--- config.mk ---
export PLATFORM = sky130hd
export DESIGN_NAME = lics_top
export DESIGN_NICKNAME = d
export VERILOG_FILES = /design/src/include/lics_pkg.sv /design/src/include/lics_ctl_if.sv /design/src/rtl/lics_sync.sv /design/src/rtl/lics_tx_enc.sv /design/src/rtl/lics_top.sv
export SDC_FILE = /design/constraint.sdc
export NUM_CORES = 1
export LEC_CHECK = 0
export ABC_AREA = 1
export BUFFER_PORTS_ARGS = -buffer_cell sky130_fd_sc_hd__buf_2
export CAP_MARGIN = 30
export CORE_AREA = 2 2 92 94
export CTS_CLUSTER_SIZE = 30
export DETAILED_ROUTE_END_ITERATION = 6
export DIE_AREA = 0 0 94 96
export PLACE_DENSITY = 0.83
export SETUP_SLACK_MARGIN = 0.15
export SLEW_MARGIN = 25
export SYNTH_ARGS = -nofsm -noshare
export SYNTH_HDL_FRONTEND = slang
export SYNTH_HIERARCHICAL = 1
export SYNTH_SLANG_ARGS = --single-unit
--- constraint.sdc ---
create_clock -name clock -period 3 [get_ports clock]
set_input_delay 0.3 -clock clock [delete_from_list [all_inputs] [get_ports clock]]
set_output_delay 0.3 -clock clock [all_outputs]
set_load 0.1 [all_outputs]
--- src/include/lics_pkg.sv ---
// Purpose: Shared constants for the line interface control/status block
// Assumes: Registers are 8 bits wide, one per 32-bit APB word
// Notes: Byte address of a register is four times its index
package lics_pkg;
   localparam int ADDR_W = 8;
   localparam logic [5:0] IDX_INFO = 6'h11;
   localparam logic [5:0] IDX_STATUS = 6'h14;
   localparam logic [5:0] IDX_MASK = 6'h15;
   localparam logic [5:0] IDX_LINE_INTERFACE_CONTROL_TWO = 6'h31;
   localparam logic [5:0] IDX_LINE_INTERFACE_CONTROL_THREE = 6'h32;
   localparam logic [5:0] IDX_LINE_INTERFACE_CONTROL_FOUR = 6'h33;
   localparam logic [5:0] IDX_TGAIN = 6'h34;
   localparam logic [7:0] REG_RESET = 8'h00;
   localparam logic [7:0] WMASK_LINE_INTERFACE_CONTROL_TWO = 8'hFB;
   localparam logic [7:0] WMASK_LINE_INTERFACE_CONTROL_THREE = 8'hD9;
   localparam logic [7:0] WMASK_LINE_INTERFACE_CONTROL_FOUR = 8'hFF;
   localparam logic [7:0] WMASK_TGAIN = 8'h7F;
   localparam logic [7:0] WMASK_MASK = 8'h16;
   localparam int B_CUSTOM_DRIVER_SELECT = 0;
   localparam int B_SHORT_LIMIT_DISABLE = 1;
   localparam int B_CKS0 = 3;
   localparam int B_AIS = 4;
   localparam int B_VIOLATION_INSERT = 5;
   localparam int B_LINE_RESET = 6;
   localparam int B_CKS1 = 7;
   localparam int B_ALTERNATING_PATTERN_TX = 0;
   localparam int B_MM_LO = 3;
   localparam int B_CMI_POLARITY_INVERT = 6;
   localparam int B_CMI_MODE_ON = 7;
   localparam int B_RT_LO = 0;
   localparam int B_TT_LO = 3;
   localparam int B_MPS_LO = 6;
   localparam int B_AGC = 6;
   localparam int B_TX_OPEN_CIRCUIT = 1;
   localparam int B_TX_CURRENT_LIMIT = 2;
   localparam int B_ATTENUATOR_TRIP = 4;
   // One-hot: [0] 75 ohm, [1] 100 ohm, [2] 120 ohm, [3] 110 ohm
   function automatic logic [3:0] lics_term_dec(input logic [2:0] code);
      case (code)
         3'h1: lics_term_dec = 4'h1;
         3'h2: lics_term_dec = 4'h2;
         3'h3: lics_term_dec = 4'h4;
         3'h4: lics_term_dec = 4'h8;
         default: lics_term_dec = 4'h0;
      endcase
   endfunction
endpackage

--- src/include/lics_ctl_if.sv ---
// Purpose: Control and line-pin bundle between register bank and encoder
// Assumes: Single clock domain
// Notes: Pins are separate output and enable, no tristate here
`timescale 1ns/1ns
`default_nettype none
interface lics_ctl_if;
   logic ais_n, alt, cmi_on, cmi_inv, custom, bpv_arm;
   logic [2:0] build_out;
   logic pos, pos_oe, neg, neg_oe;
   modport ctl (output ais_n, alt, cmi_on, cmi_inv, custom, bpv_arm, build_out,
      input pos, pos_oe, neg, neg_oe);
   modport enc (input ais_n, alt, cmi_on, cmi_inv, custom, bpv_arm, build_out,
      output pos, pos_oe, neg, neg_oe);
endinterface
`default_nettype wire

--- src/rtl/lics_sync.sv ---
// Purpose: Two-flop synchroniser for asynchronous status pins
// Assumes: Each bit is an independent level
// Notes: Multi-bit codes may tear for one cycle while changing
`timescale 1ns/1ns
`default_nettype none
module lics_sync #(parameter int WIDTH = 7) (
   input wire logic clock,
   input wire logic rst,
   input wire logic [WIDTH-1:0] din,
   output logic [WIDTH-1:0] dout
);
   if (WIDTH < 1) begin : g_chk
      $error("lics_sync needs WIDTH of at least 1");
   end
   typedef struct packed {
      logic [WIDTH-1:0] ff1;
      logic [WIDTH-1:0] ff2;
   } lics_sync_s;
   lics_sync_s s, next_s;
   always_comb begin
      next_s = s;
      next_s.ff1 = din;
      next_s.ff2 = s.ff1;
   end
   always_ff @(posedge clock or posedge rst) begin
      if (rst) begin
         s <= '0;
      end else begin
         s <= next_s;
      end
   end
   assign dout = s.ff2;
endmodule
`default_nettype wire

--- src/rtl/lics_tx_enc.sv ---
// Purpose: Transmit line encoder: AMI, square wave, CMI, AIS, BPV insert
// Assumes: tx_bit_valid at bit start, tx_mid at mid-bit, never together
// Notes: Open-drain mode drives a pin low only while it marks
`timescale 1ns/1ns
`default_nettype none
module lics_tx_enc (
   input wire logic clock,
   input wire logic rst,
   input wire logic tx_bit,
   input wire logic tx_bit_valid,
   input wire logic tx_mid,
   lics_ctl_if.enc lk
);
   typedef struct packed {
      logic pol, armed, alt_q, sq, cmi_lvl, cmi_zero, mp, mn;
      logic [1:0] ones;
      logic pos, pos_oe, neg, neg_oe;
   } lics_enc_s;
   lics_enc_s s, next_s;
   logic one, sq_mode, open_drain;
   assign sq_mode = lk.custom && (lk.build_out == 3'h0);
   assign open_drain = lk.custom && (lk.build_out != 3'h0);
   // Pattern beats alarm, alarm beats data
   assign one = lk.alt ? ~s.alt_q : (lk.ais_n ? tx_bit : 1'b1);
   always_comb begin
      next_s = s;
      if (tx_bit_valid) begin
         next_s.alt_q = ~s.alt_q;
         if (sq_mode) begin
            next_s.sq = ~s.sq;
            next_s.mp = ~s.sq;
            next_s.mn = s.sq;
         end else if (lk.cmi_on) begin
            next_s.cmi_zero = ~one;
            if (one) begin
               next_s.cmi_lvl = ~s.cmi_lvl;
            end
            next_s.mp = (one & ~s.cmi_lvl) ^ lk.cmi_inv;
            next_s.mn = 1'b0;
         end else if (one && s.armed && s.ones == 2'h2) begin
            // Same polarity as the last mark makes the violation
            next_s.armed = 1'b0;
            next_s.ones = 2'h0;
            next_s.mp = s.pol;
            next_s.mn = ~s.pol;
         end else if (one) begin
            next_s.pol = ~s.pol;
            next_s.mp = ~s.pol;
            next_s.mn = s.pol;
            next_s.ones = (s.ones == 2'h3) ? 2'h3 : s.ones + 2'h1;
         end else begin
            next_s.mp = 1'b0;
            next_s.mn = 1'b0;
            next_s.ones = 2'h0;
         end
      end else if (tx_mid && !sq_mode) begin
         // CMI zero rises at mid-bit, or falls with cmi_inv; AMI marks return to zero
         next_s.mp = lk.cmi_on ? (s.cmi_zero ? ~lk.cmi_inv : s.mp) : 1'b0;
         next_s.mn = 1'b0;
      end
      if (lk.bpv_arm) begin
         next_s.armed = 1'b1;
      end
      next_s.pos = open_drain ? 1'b0 : next_s.mp;
      next_s.neg = open_drain ? 1'b0 : next_s.mn;
      next_s.pos_oe = open_drain ? next_s.mp : 1'b1;
      next_s.neg_oe = open_drain ? next_s.mn : 1'b1;
   end
   always_ff @(posedge clock or posedge rst) begin
      if (rst) begin
         s <= '0;
      end else begin
         s <= next_s;
      end
   end
   assign lk.pos = s.pos;
   assign lk.pos_oe = s.pos_oe;
   assign lk.neg = s.neg;
   assign lk.neg_oe = s.neg_oe;
   AST_BPV_POL: assert property (@(posedge clock) disable iff (rst)
      tx_bit_valid && one && s.armed && s.ones == 2'h2 && !lk.cmi_on
      && !lk.custom |=> lk.pos == $past(s.pol) && !s.armed)
      else $error("violation not inserted with repeated polarity");
   AST_AIS_MARK: assert property (@(posedge clock) disable iff (rst)
      tx_bit_valid && !lk.ais_n && !lk.alt && !lk.cmi_on && !lk.custom
      |=> lk.pos != lk.neg)
      else $error("alarm signal did not send a mark");
endmodule
`default_nettype wire

--- src/rtl/lics_top.sv ---
// Purpose: Line interface control and status registers behind APB
// Assumes: Status pins are asynchronous; transmit data is on clock
// Notes: Zero-wait APB slave, one setup and one access cycle
//
// The APB register port was chosen for this implementation.
`timescale 1ns/1ns
`default_nettype none
module lics_top (
   input wire logic clock,
   input wire logic rst,
   input wire logic psel,
   input wire logic penable,
   input wire logic pwrite,
   input wire logic [lics_pkg::ADDR_W-1:0] paddr,
   input wire logic [31:0] pwdata,
   output logic [31:0] prdata,
   output logic pready,
   output logic pslverr,
   input wire logic tx_bit,
   input wire logic tx_bit_valid,
   input wire logic tx_mid,
   input wire logic [2:0] build_out,
   input wire logic [5:0] agc_gain,
   input wire logic [3:0] rx_level_pin,
   input wire logic tx_open_pin,
   input wire logic tx_limit_pin,
   input wire logic atten_trip_pin,
   output logic tx_line_pos,
   output logic tx_line_pos_oe,
   output logic tx_line_neg,
   output logic tx_line_neg_oe,
   output logic [5:0] tx_gain_level,
   output logic current_limit_on,
   output logic pll_t1_on,
   output logic pll_e1_on,
   output logic [1:0] prescale,
   output logic [1:0] rx_boost_sel,
   output logic line_reset_pulse,
   output logic cmi_mode_on,
   output logic cmi_rx_invert,
   output logic [3:0] rx_term_sel,
   output logic [3:0] tx_term_sel,
   output logic line_irq
);
   typedef struct packed {
      logic [7:0] line_interface_control_two, line_interface_control_three, line_interface_control_four, tgain, mask;
      logic attenuator_trip;
      logic [2:0] pend;
      logic [1:0] cond_q;
      logic trip_q;
      logic rst_pulse, bpv_pulse;
      logic [7:0] rdata;
      logic ready, err, irq, lim_on;
      logic [5:0] gain;
      logic [3:0] rterm, tterm;
   } lics_top_s;
   lics_top_s s, next_s;
   lics_ctl_if lk ();
   logic [6:0] sync_q;
   logic [3:0] level;
   logic open_c, limit_c, trip, trip_rise;
   logic setup, access, wr, rd_status, hit;
   logic [5:0] idx;
   logic [7:0] status, rd_mux, wd;

   lics_sync #(.WIDTH(7)) u_sync (
      .clock(clock),
      .rst(rst),
      .din({atten_trip_pin, tx_limit_pin, tx_open_pin, rx_level_pin}),
      .dout(sync_q)
   );
   lics_tx_enc u_enc (
      .clock(clock),
      .rst(rst),
      .tx_bit(tx_bit),
      .tx_bit_valid(tx_bit_valid),
      .tx_mid(tx_mid),
      .lk(lk.enc)
   );

   assign level = sync_q[3:0];
   assign open_c = sync_q[4];
   assign limit_c = sync_q[5];
   assign trip = sync_q[6];
   assign trip_rise = trip & ~s.trip_q;

   assign idx = paddr[7:2];
   assign wd = pwdata[7:0];
   assign setup = psel & ~penable;
   assign access = psel & penable & s.ready;
   assign wr = access & pwrite & ~s.err;
   assign rd_status = access & ~pwrite & ~s.err & (idx == lics_pkg::IDX_STATUS);

   always_comb begin
      status = 8'h00;
      status[lics_pkg::B_TX_OPEN_CIRCUIT] = open_c;
      status[lics_pkg::B_TX_CURRENT_LIMIT] = limit_c;
      status[lics_pkg::B_ATTENUATOR_TRIP] = s.attenuator_trip;
   end

   always_comb begin
      hit = (paddr[1:0] == 2'h0);
      // Unused bits are never stored, so they read back as zero
      case (idx)
         lics_pkg::IDX_INFO: rd_mux = {4'h0, level};
         lics_pkg::IDX_STATUS: rd_mux = status;
         lics_pkg::IDX_MASK: rd_mux = s.mask;
         lics_pkg::IDX_LINE_INTERFACE_CONTROL_TWO: rd_mux = s.line_interface_control_two;
         lics_pkg::IDX_LINE_INTERFACE_CONTROL_THREE: rd_mux = s.line_interface_control_three;
         lics_pkg::IDX_LINE_INTERFACE_CONTROL_FOUR: rd_mux = s.line_interface_control_four;
         lics_pkg::IDX_TGAIN: rd_mux = s.tgain;
         default: begin
            rd_mux = 8'h00;
            hit = 1'b0;
         end
      endcase
   end

   always_comb begin
      next_s = s;
      next_s.ready = setup;
      next_s.err = setup & ~hit;
      if (setup) begin
         next_s.rdata = hit ? rd_mux : 8'h00;
      end
      next_s.rst_pulse = 1'b0;
      next_s.bpv_pulse = 1'b0;
      if (wr) begin
         case (idx)
            lics_pkg::IDX_LINE_INTERFACE_CONTROL_TWO: begin
               next_s.line_interface_control_two = wd & lics_pkg::WMASK_LINE_INTERFACE_CONTROL_TWO;
               // Only a 0-to-1 write triggers; holding the bit at 1 does not
               next_s.rst_pulse = wd[lics_pkg::B_LINE_RESET]
                  & ~s.line_interface_control_two[lics_pkg::B_LINE_RESET];
               next_s.bpv_pulse = wd[lics_pkg::B_VIOLATION_INSERT]
                  & ~s.line_interface_control_two[lics_pkg::B_VIOLATION_INSERT];
            end
            lics_pkg::IDX_LINE_INTERFACE_CONTROL_THREE: next_s.line_interface_control_three = wd & lics_pkg::WMASK_LINE_INTERFACE_CONTROL_THREE;
            lics_pkg::IDX_LINE_INTERFACE_CONTROL_FOUR: next_s.line_interface_control_four = wd & lics_pkg::WMASK_LINE_INTERFACE_CONTROL_FOUR;
            lics_pkg::IDX_TGAIN: next_s.tgain = wd & lics_pkg::WMASK_TGAIN;
            lics_pkg::IDX_MASK: next_s.mask = wd & lics_pkg::WMASK_MASK;
            default: next_s.line_interface_control_two = s.line_interface_control_two;
         endcase
      end
      next_s.lim_on = ~next_s.line_interface_control_two[lics_pkg::B_SHORT_LIMIT_DISABLE];
      next_s.cond_q = {limit_c, open_c};
      next_s.trip_q = trip;
      // A new event in the reading cycle survives the clear
      next_s.attenuator_trip = (s.attenuator_trip & ~rd_status) | trip_rise;
      next_s.pend = (s.pend & {3{~rd_status}})
         | {trip_rise, {limit_c, open_c} ^ s.cond_q};
      next_s.irq = |(s.pend & {s.mask[lics_pkg::B_ATTENUATOR_TRIP],
         s.mask[lics_pkg::B_TX_CURRENT_LIMIT], s.mask[lics_pkg::B_TX_OPEN_CIRCUIT]});
      next_s.gain = s.tgain[lics_pkg::B_AGC] ? s.tgain[5:0] : agc_gain;
      next_s.rterm = lics_pkg::lics_term_dec(
         s.line_interface_control_four[lics_pkg::B_RT_LO +: 3]);
      next_s.tterm = lics_pkg::lics_term_dec(
         s.line_interface_control_four[lics_pkg::B_TT_LO +: 3]);
   end

   always_ff @(posedge clock or posedge rst) begin
      if (rst) begin
         s <= '0;
         s.line_interface_control_two <= lics_pkg::REG_RESET;
         s.line_interface_control_three <= lics_pkg::REG_RESET;
         s.line_interface_control_four <= lics_pkg::REG_RESET;
         s.tgain <= lics_pkg::REG_RESET;
         s.mask <= lics_pkg::REG_RESET;
         // Limiter stays enabled out of reset, the safe state for the driver
         s.lim_on <= 1'b1;
      end else begin
         s <= next_s;
      end
   end

   assign lk.ais_n = s.line_interface_control_two[lics_pkg::B_AIS];
   assign lk.alt = s.line_interface_control_three[lics_pkg::B_ALTERNATING_PATTERN_TX];
   assign lk.cmi_on = s.line_interface_control_three[lics_pkg::B_CMI_MODE_ON];
   assign lk.cmi_inv = s.line_interface_control_three[lics_pkg::B_CMI_POLARITY_INVERT];
   assign lk.custom = s.line_interface_control_two[lics_pkg::B_CUSTOM_DRIVER_SELECT];
   assign lk.bpv_arm = s.bpv_pulse;
   assign lk.build_out = build_out;

   assign prdata = {24'h000000, s.rdata};
   assign pready = s.ready;
   assign pslverr = s.err;
   assign tx_line_pos = lk.pos;
   assign tx_line_pos_oe = lk.pos_oe;
   assign tx_line_neg = lk.neg;
   assign tx_line_neg_oe = lk.neg_oe;
   assign tx_gain_level = s.gain;
   assign current_limit_on = s.lim_on;
   // Selects drive the PLLs whether or not the attenuator is in use
   assign pll_t1_on = s.line_interface_control_two[lics_pkg::B_CKS0];
   assign pll_e1_on = s.line_interface_control_two[lics_pkg::B_CKS1];
   assign prescale = s.line_interface_control_four[lics_pkg::B_MPS_LO +: 2];
   assign rx_boost_sel = s.line_interface_control_three[lics_pkg::B_MM_LO +: 2];
   assign line_reset_pulse = s.rst_pulse;
   assign cmi_mode_on = s.line_interface_control_three[lics_pkg::B_CMI_MODE_ON];
   assign cmi_rx_invert = s.line_interface_control_three[lics_pkg::B_CMI_POLARITY_INVERT];
   assign rx_term_sel = s.rterm;
   assign tx_term_sel = s.tterm;
   assign line_irq = s.irq;

   AST_GAIN_MANUAL: assert property (@(posedge clock) disable iff (rst)
      s.tgain[lics_pkg::B_AGC] |=> tx_gain_level == $past(s.tgain[5:0]))
      else $error("manual gain not applied");
   AST_GAIN_AUTO: assert property (@(posedge clock) disable iff (rst)
      !s.tgain[lics_pkg::B_AGC] |=> tx_gain_level == $past(agc_gain))
      else $error("automatic gain not applied");
   AST_LIMIT_CTRL: assert property (@(posedge clock) disable iff (rst)
      wr && idx == lics_pkg::IDX_LINE_INTERFACE_CONTROL_TWO |=> current_limit_on == !$past(wd[1]))
      else $error("current limiter control wrong");
   AST_PLL_SEL: assert property (@(posedge clock) disable iff (rst)
      wr && idx == lics_pkg::IDX_LINE_INTERFACE_CONTROL_TWO
      |=> pll_t1_on == $past(wd[3]) && pll_e1_on == $past(wd[7]))
      else $error("PLL select wrong");
   AST_RESET_RISE: assert property (@(posedge clock) disable iff (rst)
      wr && idx == lics_pkg::IDX_LINE_INTERFACE_CONTROL_TWO && wd[6] && !s.line_interface_control_two[6]
      |=> line_reset_pulse ##1 !line_reset_pulse)
      else $error("line reset not one pulse");
   AST_RESET_HOLD: assert property (@(posedge clock) disable iff (rst)
      wr && idx == lics_pkg::IDX_LINE_INTERFACE_CONTROL_TWO && s.line_interface_control_two[6] |=> !line_reset_pulse)
      else $error("line reset repeated without clear");
   AST_TERM_OFF: assert property (@(posedge clock) disable iff (rst)
      s.line_interface_control_four[2:0] > 3'h4 && $stable(s.line_interface_control_four) |=> rx_term_sel == 4'h0)
      else $error("receive termination not disabled");
   AST_TRIP_SET: assert property (@(posedge clock) disable iff (rst)
      trip_rise |=> s.attenuator_trip ##1 status[lics_pkg::B_ATTENUATOR_TRIP] || $past(rd_status))
      else $error("trip flag not set");
   AST_TRIP_CLEAR: assert property (@(posedge clock) disable iff (rst)
      rd_status && !trip_rise |=> !s.attenuator_trip)
      else $error("trip flag not cleared by read");
   AST_IRQ_MASKED: assert property (@(posedge clock) disable iff (rst)
      s.mask == 8'h00 |=> !line_irq)
      else $error("masked interrupt raised");
   AST_IRQ_EDGE: assert property (@(posedge clock) disable iff (rst)
      $fell(open_c) && s.mask[1] && !rd_status |=> ##1 line_irq)
      else $error("falling open edge gave no interrupt");
   AST_APB_READY: assert property (@(posedge clock) disable iff (rst)
      setup |=> pready ##1 !pready)
      else $error("ready not one cycle after setup");
   COV_LINE_RESET: cover property (@(posedge clock) disable iff (rst)
      line_reset_pulse);
   COV_TRIP_READ: cover property (@(posedge clock) disable iff (rst)
      s.attenuator_trip ##1 rd_status);
   COV_BAD_ADDR: cover property (@(posedge clock) disable iff (rst)
      pready && pslverr);
   COV_IRQ: cover property (@(posedge clock) disable iff (rst)
      $rose(line_irq));
endmodule
`default_nettype wire

==> results.txt <==
- Total detailed-routing wirelength: 8479 microns
- Worst Setup Path Type: register to register
- Netlist area before placement: 4367 sq um
* Vias in the first global route: approximately 2,900
* Count of input and output buffers: 78
- The clock passes through at most 2 buffers.
- For the final database, setup skew stands at 0.007993 ns.
* Placeable Area: 8051 sq um
- Via-per-instance ratio: 4.973
- Setup tns final: 0 ns
* Net Sw Power: 0.9609 mW
* Post-synth top flop: sky130_fd_sc_hd__dfrtp_1
- Standby leakage power: 2.559 nW
- Die span in y: 96 microns
- The initial utilization of the core area, before any placement, comes to 0.5423.
- Number of standard cells after synthesis: 462
- In this run the worst path has a maximum fanout of 12.
- For this run, the total global-route usage over all layers was measured as 0.2020.
- STA classifies the critical path startpoint as a register.
* Number of unique standard cell types used by synthesis: 37
- The worst setup path is captured at a register.
- CTS built an H-tree with a depth of 3.
- The detailed router finished its first iteration with 297 violations.
* Number of remaining DRC errors: 0
* Slew Limit Headroom: 0.5928
- Leading cell type in the layout, fill and taps excluded: sky130_fd_sc_hd__nand2_1
- Resized cells post-CTS: 0
* Proportion of power drawn by flip-flops and latches: 0.506
* Net Sw Frac: 0.3534
- The path class of the tightest hold or removal check is input pin to register.
- Setup violations remaining at the end of the flow were counted as 0.
- In the final layout, the share of cells above drive strength 1 is 0.2713.
- Slew at the pin closest to its max-slew limit: 0.6052 ns
* Clock root buffer master: sky130_fd_sc_hd__clkbuf_8
* Aggregate global routing overflow: 0
- The repair_antennas step left the layout with diodes totalling 0.
* Logic gate share of total power: 0.199
- Antenna violations before repair: 0
* Most used cells in the layout excluding fill and tap cells: sky130_fd_sc_hd__nand2_1, sky130_fd_sc_hd__dfrtp_1, sky130_fd_sc_hd__buf_2, sky130_fd_sc_hd__inv_1, sky130_fd_sc_hd__o21ai_0
* Part of the Yosys area used for sequential elements: 0.5332
* Main area contributors after synthesis: sky130_fd_sc_hd__dfrtp_1, sky130_fd_sc_hd__nand2_1, sky130_fd_sc_hd__buf_4
- Peak supply drop: 0.3467 mV
- Internal power: 1.758 mW
- In this run the post-CTS setup repair buffer count came out at 0.
* Ratio of total power to cell area: between 500 and 600 nW/um^2
- The flow ran to the end, and the final reports show no timing, DRC or antenna violations.
* RSZ-0062 raised after global routing: false
- Number of I/O pins: 127
- The first global-routing pass estimated 13,680 microns of wire.
- The share of total power dissipated in the clock network is 0.295.
- Crit path time final: 1.642 ns
* Last weighted congestion value of the routability-driven placer: 0.8821
- The net count of the finished layout is roughly 590.
* TritonCTS sink count: 93
* Data required time at the worst endpoint: 3.31 ns
- Averaged over all synthesized cells, the footprint is 9.452 sq um.
* TritonCTS clock tree: built
- Max-cap violations: 0
- Clock-pin slew was measured on the worst setup and hold paths at roughly 0.1 ns.
- Static timing analysis puts the maximum clock frequency at 0.6090 GHz.
- Of the available clock period, the critical path in the final layout requires 0.5473.
- The final count of pins violating max slew is 0.
- Placed wire-length estimate after detailed placement: around 6600 microns
* Insertion delay of the later-clocked pin in the worst-skew pair: 0.37 ns
- The floorplan step defined a die boundary enclosing 9024 sq um.
* Via Count: 3,143
* Largest net degree at the start of global routing: 28
- Ys async rst share: 1.000
* Synthesis-to-layout area growth: 9.140%
- Remaining antenna violation count after routing: 0
- Final-report hold violation count: 0
- In the post-route analysis, the smallest setup slack over all paths is between 1 and 1.5 ns.
- Number of warnings printed during yosys synthesis: 6
- The synthesized design contains 0 enable-type register cells.
- Average wire per standard cell: roughly 13 microns
- The die is 94 microns wide.
- Pre-antenna DRT Iters: 5
- Row generation in the floorplan step produced 33 rows.
* Number of register bits inferred by synthesis: 93
- At the worst endpoint, the arrival time is 1.95 ns.
- The largest total area in the synthesized netlist belongs to sky130_fd_sc_hd__dfrtp_1.
- The number of clock buffers added by TritonCTS is 9.
- Worst slack at placement: 1.146 ns
- Share of the synthesized area in the top cell type: 0.5272
-- area by class of cell --
class | instances | area [sq um]
timing repair buffer | 82 | 422.9
fill | 684 | 3286
tap | 105 | 131.4
clock buffer | 9 | 123.9
sequential | 93 | 2328
multi-input combinational | 284 | 1496
inverter | 52 | 197.7
clock inverter | 7 | 65.06
-- final timing paths --
path                                   from                to  slack [ns]  cells after the start
setup reg to reg                     pready             s[68]        1.36                      7
hold reg to reg            u_sync/next_s[1]    u_sync/dout[1]        0.36                      0
hold / removal                  tx_open_pin  u_sync/next_s[4]        0.03                      1
setup / recovery                     pready             s[68]        1.36                      7
max in group asynchronous               rst  current_limit_on        1.79                      4
min in group asynchronous               rst             s[55]        0.49                      3
-- state kept, by name (all words and copies together) (netlist names), 2 cells and up --
name / count
s: 26
u_enc/s: 10
prdata: 8
u_sync/dout: 7
u_sync/next_s: 7
tx_gain_level: 6
rx_term_sel: 4
tx_term_sel: 4
prescale: 2
rx_boost_sel: 2
-- layer usage --
metal / GRT usage / wire (microns) / vias up
met2: 0.3429 / 4287 / 119
met1: 0.2480 / 3531 / 1492
met5: 0 / 0 / -
li1: - / - / 1513
met4: 0.1014 / 226 / 0
met3: 0.03915 / 434 / 19
-- cell families after synthesis --
group / Yosys count / share of synthesized area
buffers and inverters: 108 / 0.1438
AO/OA/AOI/OAI: 52 / 0.07078
XOR/XNOR: 6 / 0.01376
AND/OR/NAND/NOR: 196 / 0.2221
flip-flops: 93 / 0.5332
other: 1 / 0.0008588
multiplexers: 6 / 0.01547
-- per-stage QoR --
step | hold slack [ns] | util | std cells | instance area, sq um | power, mW
2_1_floorplan | 0.1892 | - | 485 | 4453 | 1.874
3_3_place_gp | 0.3329 | 0.5672 | 615 | 4567 | 1.922
3_5_place_dp | 0.3347 | 0.5672 | 615 | 4567 | 1.940
4_1_cts | 0.01728 | 0.5919 | 632 | 4766 | 2.735
5_1_grt | 0.009107 | 0.5919 | 632 | 4766 | 2.838
6_report | 0.02646 | 0.5919 | 632 | 4766 | 2.719
-- what timing repair did --
action,4_1_cts,5_1_grt
endpoints found under the setup margin,0,0
endpoints found under the hold margin,31,0
hold buffers,1,0
-- critical path, stage by stage (launching register included) --
cell                      delay, ns
sky130_fd_sc_hd__dfrtp_1       0.36
sky130_fd_sc_hd__nand3_1       0.14
sky130_fd_sc_hd__nor3b_4       0.51
sky130_fd_sc_hd__nand2_4       0.19
sky130_fd_sc_hd__inv_1         0.14
sky130_fd_sc_hd__or2_2         0.12
sky130_fd_sc_hd__o21ai_2       0.06
sky130_fd_sc_hd__inv_1         0.05
-- cell usage after synthesis (2+ instances only) --
cell type	count
sky130_fd_sc_hd__mux2_2	6
sky130_fd_sc_hd__xor2_1	3
sky130_fd_sc_hd__a21oi_2	2
sky130_fd_sc_hd__dfrtp_1	92
sky130_fd_sc_hd__nor2_1	22
sky130_fd_sc_hd__nand2_4	5
sky130_fd_sc_hd__o22ai_1	2
sky130_fd_sc_hd__nor2_4	6
sky130_fd_sc_hd__o21ai_2	9
sky130_fd_sc_hd__xnor2_1	2
sky130_fd_sc_hd__nor2_2	3
sky130_fd_sc_hd__buf_4	52
sky130_fd_sc_hd__nand4_1	8
sky130_fd_sc_hd__a21oi_1	6
sky130_fd_sc_hd__nor3_1	8
sky130_fd_sc_hd__nand2_2	3
sky130_fd_sc_hd__o21ai_0	31
sky130_fd_sc_hd__nand3_1	22
sky130_fd_sc_hd__buf_6	2
sky130_fd_sc_hd__nand3_2	3
sky130_fd_sc_hd__inv_1	50
sky130_fd_sc_hd__nand2_1	110
-- power by group through the flow --
stage	Sequential [mW]	Combinational, mW	Clock, mW
floorplan	1.49	0.384	0
global placement	1.39	0.527	0
detailed placement	1.40	0.540	0
CTS	1.38	0.543	0.816
global route	1.38	0.582	0.872
finish	1.38	0.541	0.802
Note: power is estimated with default switching activity, not from simulation.
